`src/core/rbuf_pkg.sv`:
```
/*
 * Shared constants for the 14-bit registered buffer: data width, pin
 * synchroniser depth, buffer depth and reset values.
 * Assumes nothing of its surroundings; imported by every design file.
 */
package rbuf_pkg;
    localparam int DATA_W = 14;
    localparam int SYNC_STAGES = 3;
    localparam int FIFO_DEPTH = 2;
    localparam int FIFO_CNT_W = 2;
    localparam logic [DATA_W-1:0] Q_RESET = 14'h0000;
    localparam logic [FIFO_CNT_W-1:0] CNT_EMPTY = 2'h0;
    localparam logic [FIFO_CNT_W-1:0] CNT_FULL = 2'h2;
    // Position of the clock pair in the synchronised pin vector
    localparam int PIN_CK_T = DATA_W;
    localparam int PIN_CK_C = DATA_W + 1;
    localparam int PIN_W = DATA_W + 2;
    typedef logic [DATA_W-1:0] rbuf_word_t;
endpackage

```
`src/core/rbuf_top.sv`:
```
/*
 * 14-bit registered buffer: captures the data pins at each crossing of the
 * clock pair (true rising, complement falling) that finds the capture stage empty or the buffer not full, and holds them on q.
 * Assumes all pins arrive asynchronously to clk and are much slower than it;
 * the receiver of q may stall through q_ready.
 */
`timescale 1ns/10ps
`default_nettype none
module rbuf_top
    import rbuf_pkg::*;
(
    input wire logic clk, // System clock, 125 MHz
    input wire logic sys_rst, // Synchronous reset, active high
    input wire logic rst_pin_n, // Device reset pin, active low
    input wire logic ck_t_pin, // True clock pin
    input wire logic ck_c_pin, // Complement clock pin
    input wire logic [rbuf_pkg::DATA_W-1:0] d_pin, // Data pins
    output logic [rbuf_pkg::DATA_W-1:0] q, // Registered outputs
    output logic q_update, // Pulse when q takes a new word
    input wire logic q_ready, // Receiver accepts a new word
    output logic rcv_enable, // Input receivers powered
    output logic cap_overrun // Pulse: crossing found buffer and capture stage both full
);
    import rbuf_pkg::*;

    logic [2:0] rst_sync_ff;
    logic rst_stable_n_ff;
    logic standby;
    logic [PIN_W-1:0] pin_raw;
    logic [PIN_W-1:0] pin_s1_ff;
    logic [PIN_W-1:0] pin_s2_ff;
    logic [PIN_W-1:0] pin_s3_ff;
    logic [PIN_W-1:0] pin_stable_ff;
    logic [PIN_W-1:0] nxt_pin_stable;
    logic cross_state;
    logic cross_prev_ff;
    logic cross_hit;
    logic cap_valid_ff;
    rbuf_word_t cap_data_ff;
    logic cap_ready;
    logic buf_valid;
    rbuf_word_t buf_data;
    logic buf_pop;
    rbuf_word_t q_ff;
    logic q_update_ff;
    logic overrun_ff;

    // Reset pin through three flops; a change counts once stages 2 and 3 agree
    always_ff @(posedge clk) begin
        if (sys_rst) begin
            rst_sync_ff <= 3'h0;
            rst_stable_n_ff <= 1'b0;
        end else begin
            rst_sync_ff <= {rst_sync_ff[1:0], rst_pin_n};
            if (rst_sync_ff[1] == rst_sync_ff[2]) begin
                rst_stable_n_ff <= rst_sync_ff[2];
            end
        end
    end

    assign standby = sys_rst || !rst_stable_n_ff;
    assign rcv_enable = !standby;

    // disabled receivers feed constants, pins are never looked at
    assign pin_raw = rcv_enable ? {ck_c_pin, ck_t_pin, d_pin} : '0;

    always_ff @(posedge clk) begin
        if (standby) begin
            pin_s1_ff <= '0;
            pin_s2_ff <= '0;
            pin_s3_ff <= '0;
        end else begin
            pin_s1_ff <= pin_raw;
            pin_s2_ff <= pin_s1_ff;
            pin_s3_ff <= pin_s2_ff;
        end
    end

    // each pin filtered on its own
    always_comb begin
        nxt_pin_stable = pin_stable_ff;
        for (int i = 0; i < PIN_W; i++) begin
            if (pin_s2_ff[i] == pin_s3_ff[i]) begin
                nxt_pin_stable[i] = pin_s3_ff[i];
            end
        end
    end

    always_ff @(posedge clk) begin
        if (standby) begin
            pin_stable_ff <= '0;
        end else begin
            pin_stable_ff <= nxt_pin_stable;
        end
    end

    // crossing is true high with complement low, newly reached
    assign cross_state = pin_stable_ff[PIN_CK_T] && !pin_stable_ff[PIN_CK_C];
    assign cross_hit = cross_state && !cross_prev_ff;

    always_ff @(posedge clk) begin
        if (standby) begin
            // Standby presets mid-crossing, lost at the first edge after release since pin_stable_ff is cleared; pins held crossed still fake an edge
            cross_prev_ff <= 1'b1;
        end else begin
            cross_prev_ff <= cross_state;
        end
    end

    // capture data pins on the crossing
    always_ff @(posedge clk) begin
        if (standby) begin
            cap_valid_ff <= 1'b0;
            cap_data_ff <= Q_RESET;
        end else if (cross_hit && (!cap_valid_ff || cap_ready)) begin
            // A held word is never overwritten; the new crossing is the one dropped
            cap_valid_ff <= 1'b1;
            cap_data_ff <= pin_stable_ff[DATA_W-1:0];
        end else if (cap_ready) begin
            cap_valid_ff <= 1'b0;
        end
    end

    // Crossing lost because the buffer and the capture stage were both full
    always_ff @(posedge clk) begin
        if (standby) begin
            overrun_ff <= 1'b0;
        end else begin
            overrun_ff <= cross_hit && cap_valid_ff && !cap_ready;
        end
    end
    assign cap_overrun = overrun_ff;

    rbuf_fifo2 #(
        .W(DATA_W)
    ) u_buf (
        .clk(clk),
        .sys_rst(sys_rst),
        .flush(standby),
        .in_valid(cap_valid_ff),
        .in_ready(cap_ready),
        .in_data(cap_data_ff),
        .out_valid(buf_valid),
        .out_ready(q_ready),
        .out_data(buf_data)
    );

    assign buf_pop = buf_valid && q_ready;

    // q_ff changes only when a captured word is drained or standby clears it
    always_ff @(posedge clk) begin
        if (standby) begin
            q_ff <= Q_RESET;
        end else if (buf_pop) begin
            q_ff <= buf_data;
        end
    end

    always_ff @(posedge clk) begin
        if (standby) begin
            q_update_ff <= 1'b0;
        end else begin
            q_update_ff <= buf_pop;
        end
    end
    assign q_update = q_update_ff;

    // pin reset forces outputs low without waiting for a clock edge
    assign q = rst_pin_n ? q_ff : Q_RESET;
endmodule // rbuf_top
`default_nettype wire

```
`src/core/rbuf_fifo2.sv`:
```
/*
 * Two-entry buffer with valid/ready on both sides, flip-flop storage.
 * Assumes one clock, synchronous active-high reset, and a synchronous
 * flush that empties it in one cycle.
 */
`timescale 1ns/10ps
`default_nettype none
module rbuf_fifo2
    import rbuf_pkg::*;
#(
    parameter int W = DATA_W
) (
    input wire logic clk, // System clock
    input wire logic sys_rst, // Synchronous reset, active high
    input wire logic flush, // Empties the buffer
    input wire logic in_valid, // Word offered
    output logic in_ready, // Buffer has room
    input wire logic [W-1:0] in_data, // Word in
    output logic out_valid, // Word available
    input wire logic out_ready, // Drain side takes word
    output logic [W-1:0] out_data // Oldest word
);
    logic [W-1:0] mem_ff [FIFO_DEPTH];
    logic wr_ptr_ff;
    logic rd_ptr_ff;
    logic [FIFO_CNT_W-1:0] cnt_ff;
    logic push;
    logic pop;

    assign in_ready = (cnt_ff != CNT_FULL);
    assign out_valid = (cnt_ff != CNT_EMPTY);
    assign out_data = mem_ff[rd_ptr_ff];
    assign push = in_valid && in_ready;
    assign pop = out_valid && out_ready;

    always_ff @(posedge clk) begin
        if (sys_rst || flush) begin
            for (int i = 0; i < FIFO_DEPTH; i++) begin
                mem_ff[i] <= '0;
            end
        end else if (push) begin
            mem_ff[wr_ptr_ff] <= in_data;
        end
    end

    always_ff @(posedge clk) begin
        if (sys_rst || flush) begin
            wr_ptr_ff <= 1'b0;
            rd_ptr_ff <= 1'b0;
            cnt_ff <= CNT_EMPTY;
        end else begin
            if (push) begin
                wr_ptr_ff <= ~wr_ptr_ff;
            end
            if (pop) begin
                rd_ptr_ff <= ~rd_ptr_ff;
            end
            if (push && !pop) begin
                cnt_ff <= cnt_ff + 2'h1;
            end else if (pop && !push) begin
                cnt_ff <= cnt_ff - 2'h1;
            end
        end
    end
endmodule // rbuf_fifo2
`default_nettype wire

```
`config.mk`:
```
export PLATFORM = sky130hd
export DESIGN_NAME = rbuf_top
export DESIGN_NICKNAME = d
export VERILOG_FILES = /design/src/core/rbuf_pkg.sv /design/src/core/rbuf_top.sv /design/src/core/rbuf_fifo2.sv
export SDC_FILE = /design/constraint.sdc
export NUM_CORES = 1
export LEC_CHECK = 0
export BUFFER_PORTS_ARGS = -buffer_cell sky130_fd_sc_hd__buf_2
export CAP_MARGIN = 20
export CORE_MARGIN = 10
export CORE_UTILIZATION = 45
export CTS_BUF_LIST = sky130_fd_sc_hd__clkbuf_8
export DETAILED_ROUTE_END_ITERATION = 7
export HOLD_SLACK_MARGIN = 0.05
export PLACE_DENSITY = 0.69
export SLEW_MARGIN = 20
export SYNTH_ARGS = -nofsm -noshare
export SYNTH_HDL_FRONTEND = slang
export SYNTH_SLANG_ARGS = --single-unit
```
`constraint.sdc`:
```
create_clock -name clk -period 2.1 [get_ports clk]
set_clock_uncertainty 0.1 [all_clocks]
set_input_delay 0.42 -clock clk [delete_from_list [all_inputs] [get_ports clk]]
set_output_delay 0.42 -clock clk [all_outputs]
set_load 0.01 [all_outputs]
```
==> flow_summary.ini, run 1 <==
[timing]
finalCritPeriodShare = 0.870
relSlewSlack = 0.563
holdWs_ns = 0.0837
worst_slew_pin_slew_ns = 0.653
layout_setup_ws_ns = 0.273
report.final.slew_viol_count = 0
setup_viol = 0
max_freq_mhz = 547
fin_setup_tns_ns = 0
period_needed_ns = 1.83
hold_viol_final = 0
rsz0062_at_grt = no

[outcome]
status = finished clean

[min_path]
hp-class = in2reg

[synth]
syn_nets = 438
synth-edff-count = 28
ys_ff_latch = 132
seq_area_frac_synth = 0.634
avgSynthCellArea_um2 = 11.0
ys_warn_count = 0
yosysUniqueCellTypes = 32
ys.flop_type = dfxtp_1
syn_inst = 417
async_flop_share = 0
syn_area_mm2 = 0.00461

[setup_path]
crit_arrival_ns = 2.08
required_ns = 2.35
startpoint_type = register
crit_type = reg2reg
path_max_fanout = 6
crit_path_end_kind = register
cpMaxStageDelayCell = dfxtp_1
cpLargestDelayFamily = simple AND/OR/NAND/NOR gates
crit_path_max_incr_delay_ns = 0.41
crit_chain = nor2b_2 -> nor2_1 -> ha_1 -> or3_1 -> a21oi_1
critPathBufInv = 0

[clocking]
h-tree-depth = 4
cts_resized = 0
cts_buffers = 17
cts.sinks = 132
ctsHoldBuffers = 0
cts_tree = done
clockRootBuffer = clkbuf_8
insertion_delay_ns = 0.43
cts_buffer_depth = 2
cts_setup_buffers = 0
clkSlewWorstSetupHoldPaths_ns = 0.08

[pwr]
pwr_density_cell_mw_per_mm2 = 881
leakagePower_nw = 1.95
ir_drop_mv = 0.549
total_power_mw = 4.67

[floorplan]
die_area_mm2 = 0.0147
core_mm2 = 0.00986
io_pins = 37
die_height_um = 121
die_w_um = 121
rows = 36
start_util = 0.467

[layout]
layout.cells.non_filler = 603
utilization = 0.537
final_layout_size_suffix_gt1_frac = 0.179
multi_input_comb_area_mm2 = 0.00155
area.sequential_mm2 = 0.00292
mostFrequentLayoutCells = 104 x dfxtp_1, 90 x and2_1, 36 x buf_2, 34 x a21oi_1, 28 x edfxtp_1
n_fill_cell = 875
fin_nets = 478
area_growth_syn_to_layout_pct = 15.0
final_common_cell = dfxtp_1
num_antenna_cells = 0
fin_area_mm2 = 0.00530

[placed_design]
dp_hpwl_um = 4730
io_buffer_count = 36
dp_slack_ns = 0.322
place_inst = 571
place_area_mm2 = 0.00490
gp_congestion = 0.770

[drt]
drt-pass1-iter-count = 4
ant_nets = 0
routed_via_density = 4.63
wl_per_cell_um = 11.4
route.detailed.drc = 0
drtIter0Drc = 185
totalWireLength_um = 6890
dr_total_vias = 2792

[run]
maxCapViolCount = 0

[global_routing]
overflow = 0
grt_pass1_wl_um = 12100
grt_max_degree = 52
track_usage = 0.102
antenna_found_initial = 0
grt_pass1_vias = 2741
-- synth_stat cells (all sizes together) (8+ instances only) --
cell      n  share of area
a211oi   14          0.023
edfxtp   28           0.18
o21ai    34          0.037
nand3    14          0.015
nor2     18          0.015
nand2    18          0.015
dfxtp   104           0.45
mux2i    14          0.030
buf      16          0.019
and2     90           0.12
a21oi    34          0.037
clkbuf    8         0.0073
-- layout make-up --
cell class / instances / share of cell area
Clock buffer: 18 / 0.0468
Multi-Input combinational cell: 256 / 0.292
Timing Repair Buffer: 45 / 0.0468
Sequential cell: 132 / 0.552
Tap cell: 133 / 0.0314
Clock inverter: 14 / 0.0279
Inverter: 5 / 0.00354
-- where the power goes --
part           switching, mW  internal (mW)  total [mW]  leakage (nW)
Sequential           0.00131           2.58        2.58          1.18
Combinational        0.00932         0.0147      0.0240         0.567
Clock                  0.965           1.10        2.06         0.205
-- worst register-to-register path: cells and delay by family, from the launching register on --
family	cells	cell delay, ns
compound gates	1	0.13
fa+ha+maj	1	0.33
flops	1	0.41
simple gates	3	0.79
-- flip-flops by register name (all words and copies together) (netlist names), 2 cells and up --
signal	cells
pin_stable_ff	16
cap_data_ff	14
rst_sync_ff	3
pin_s3_ff	16
u_buf.cnt_ff	2
pin_s2_ff	16
q_ff	14
pin_s1_ff	16
u_buf.mem_ff	28
-- worst paths after layout --
kind / start / end / slack [ns] / cells past startpoint
setup reg to reg: u_buf.cnt_ff[1] / u_buf.cnt_ff[1] / 0.27 / 5
hold reg to reg: pin_s1_ff[15] / pin_s2_ff[15] / 0.33 / 1
hold / removal: d_pin[4] / pin_s1_ff[4] / 0.08 / 2
setup / recovery: u_buf.cnt_ff[1] / u_buf.cnt_ff[1] / 0.27 / 5
-- cell families after synthesis --
logic type	Yosys count	synth area share
and+or+nand+nor	155	0.198
xor gates and xnor gates	3	0.00570
muxes	14	0.0304
DFF	132	0.634
AOI/OAI and AO/OA	83	0.0983
buffers and inverters	29	0.0307
adders and majority gates	1	0.00272
-- layer usage --
layer,GRT usage,routed length [um],vias to the layer above
met5,0,0,-
met4,0.0671,131,0
li1,-,-,1495
met2,0.154,2940,53
met3,0.0377,367,17
met1,0.120,3450,1227
(Power assumes the default switching activity.)
==> run 2: changes to the inputs <==
--- a/config.mk
+++ b/config.mk
@@ -12,6 +12,7 @@
 export CTS_BUF_LIST = sky130_fd_sc_hd__clkbuf_8
 export DETAILED_ROUTE_END_ITERATION = 7
 export HOLD_SLACK_MARGIN = 0.05
+export MAX_ROUTING_LAYER = met4
 export PLACE_DENSITY = 0.69
 export SLEW_MARGIN = 20
 export SYNTH_ARGS = -nofsm -noshare
==> run 2 against run 1 <==
  * Routed wire length about the same
  * Via count down 0.36%
  * Highest routed layer unchanged
  * Maximum frequency down 0.35%
==> flow_summary.ini, run 2 (synthesis results as in run 1) <==
[outcome]
status = finished clean

[clocking]
cts_buffer_depth = 2
clockRootBuffer = clkbuf_8
cts.sinks = 132
cts_tree = done
clkSlewWorstSetupHoldPaths_ns = 0.08
cts_setup_buffers = 0
insertion_delay_ns = 0.43
ctsHoldBuffers = 0
cts_buffers = 17
h-tree-depth = 4
cts_resized = 0

[setup_path]
crit_arrival_ns = 2.08
crit_type = reg2reg
startpoint_type = register
crit_path_end_kind = register
path_max_fanout = 6
required_ns = 2.35

[placed_design]
io_buffer_count = 36
gp_congestion = 0.780
place_area_mm2 = 0.00490
dp_hpwl_um = 4730
dp_slack_ns = 0.322
place_inst = 571

[global_routing]
antenna_found_initial = 0
grt_max_degree = 52
grt_pass1_wl_um = 12100
grt_pass1_vias = 2731
overflow = 0
track_usage = 0.105

[pwr]
total_power_mw = 4.67
leakagePower_nw = 1.95
ir_drop_mv = 0.549
pwr_density_cell_mw_per_mm2 = 881

[drt]
drtIter0Drc = 181
totalWireLength_um = 6890
ant_nets = 0
drt-pass1-iter-count = 4
dr_total_vias = 2782
route.detailed.drc = 0
wl_per_cell_um = 11.4
routed_via_density = 4.61

[layout]
fin_nets = 478
n_fill_cell = 875
num_antenna_cells = 0
layout.cells.non_filler = 603
final_layout_size_suffix_gt1_frac = 0.179
utilization = 0.537
regMostFlops = u_buf.mem_ff
largest_reg_flops = 28
area_growth_syn_to_layout_pct = 15.0
fin_area_mm2 = 0.00530
final_common_cell = dfxtp_1
mostFrequentLayoutCells = 104 x dfxtp_1, 90 x and2_1, 36 x buf_2, 34 x a21oi_1, 28 x edfxtp_1

[min_path]
hp-class = in2reg

[timing]
layout_setup_ws_ns = 0.267
rsz0062_at_grt = no
hold_viol_final = 0
finalCritPeriodShare = 0.873
holdWs_ns = 0.0861
worst_slew_pin_slew_ns = 0.651
relSlewSlack = 0.564
report.final.slew_viol_count = 0
fin_setup_tns_ns = 0
period_needed_ns = 1.83
setup_viol = 0
max_freq_mhz = 546

[floorplan]
die_height_um = 121
start_util = 0.467
die_area_mm2 = 0.0147
rows = 36
core_mm2 = 0.00986
io_pins = 37
die_w_um = 121

[run]
maxCapViolCount = 0
==> run 2: path summary, 6_finish.rpt <==
kind | from | end | slack (ns) | depth (start not counted)
worst min register to register | pin_s1_ff[15] | pin_s2_ff[15] | 0.33 | 1
worst max register to register | u_buf.cnt_ff[1] | u_buf.cnt_ff[1] | 0.27 | 5
worst max-delay path | u_buf.cnt_ff[1] | u_buf.cnt_ff[1] | 0.27 | 5
worst min-delay path | d_pin[4] | pin_s1_ff[4] | 0.09 | 2
==> run 2: final cells by class <==
class                      instances  area [um2]  area share
sequential                       132        2920       0.552
multi-input combinational        256        1550       0.292
clock buffer                      18         248      0.0468
timing repair buffer              45         248      0.0468
tap                              133         166      0.0314
clock inverter                    14         148      0.0279
inverter                           5        18.8     0.00354
==> run 2: worst max-delay path, cell delays in order, from the launching register on <==
cell and delay, ns:
dfxtp_1 0.42, nor2b_2 0.35, nor2_1 0.09, ha_1 0.33, or3_1 0.35, a21oi_1 0.13
==> run 2: power by group <==
group,internal (mW),switching [mW],leakage [nW]
sequential,2.58,0.00131,1.18
combinational,0.0147,0.00932,0.567
clock,1.10,0.964,0.205
==> run 2: layer usage <==
metal  wire [um]  share of wire  global-route usage  vias up
met4          91          0.013              0.0671        0
met3         333          0.048              0.0354       13
li1            -              -                   -     1494
met2        2970           0.43               0.154       51
met1        3500           0.51               0.122     1224
met5           0              0                   -        -
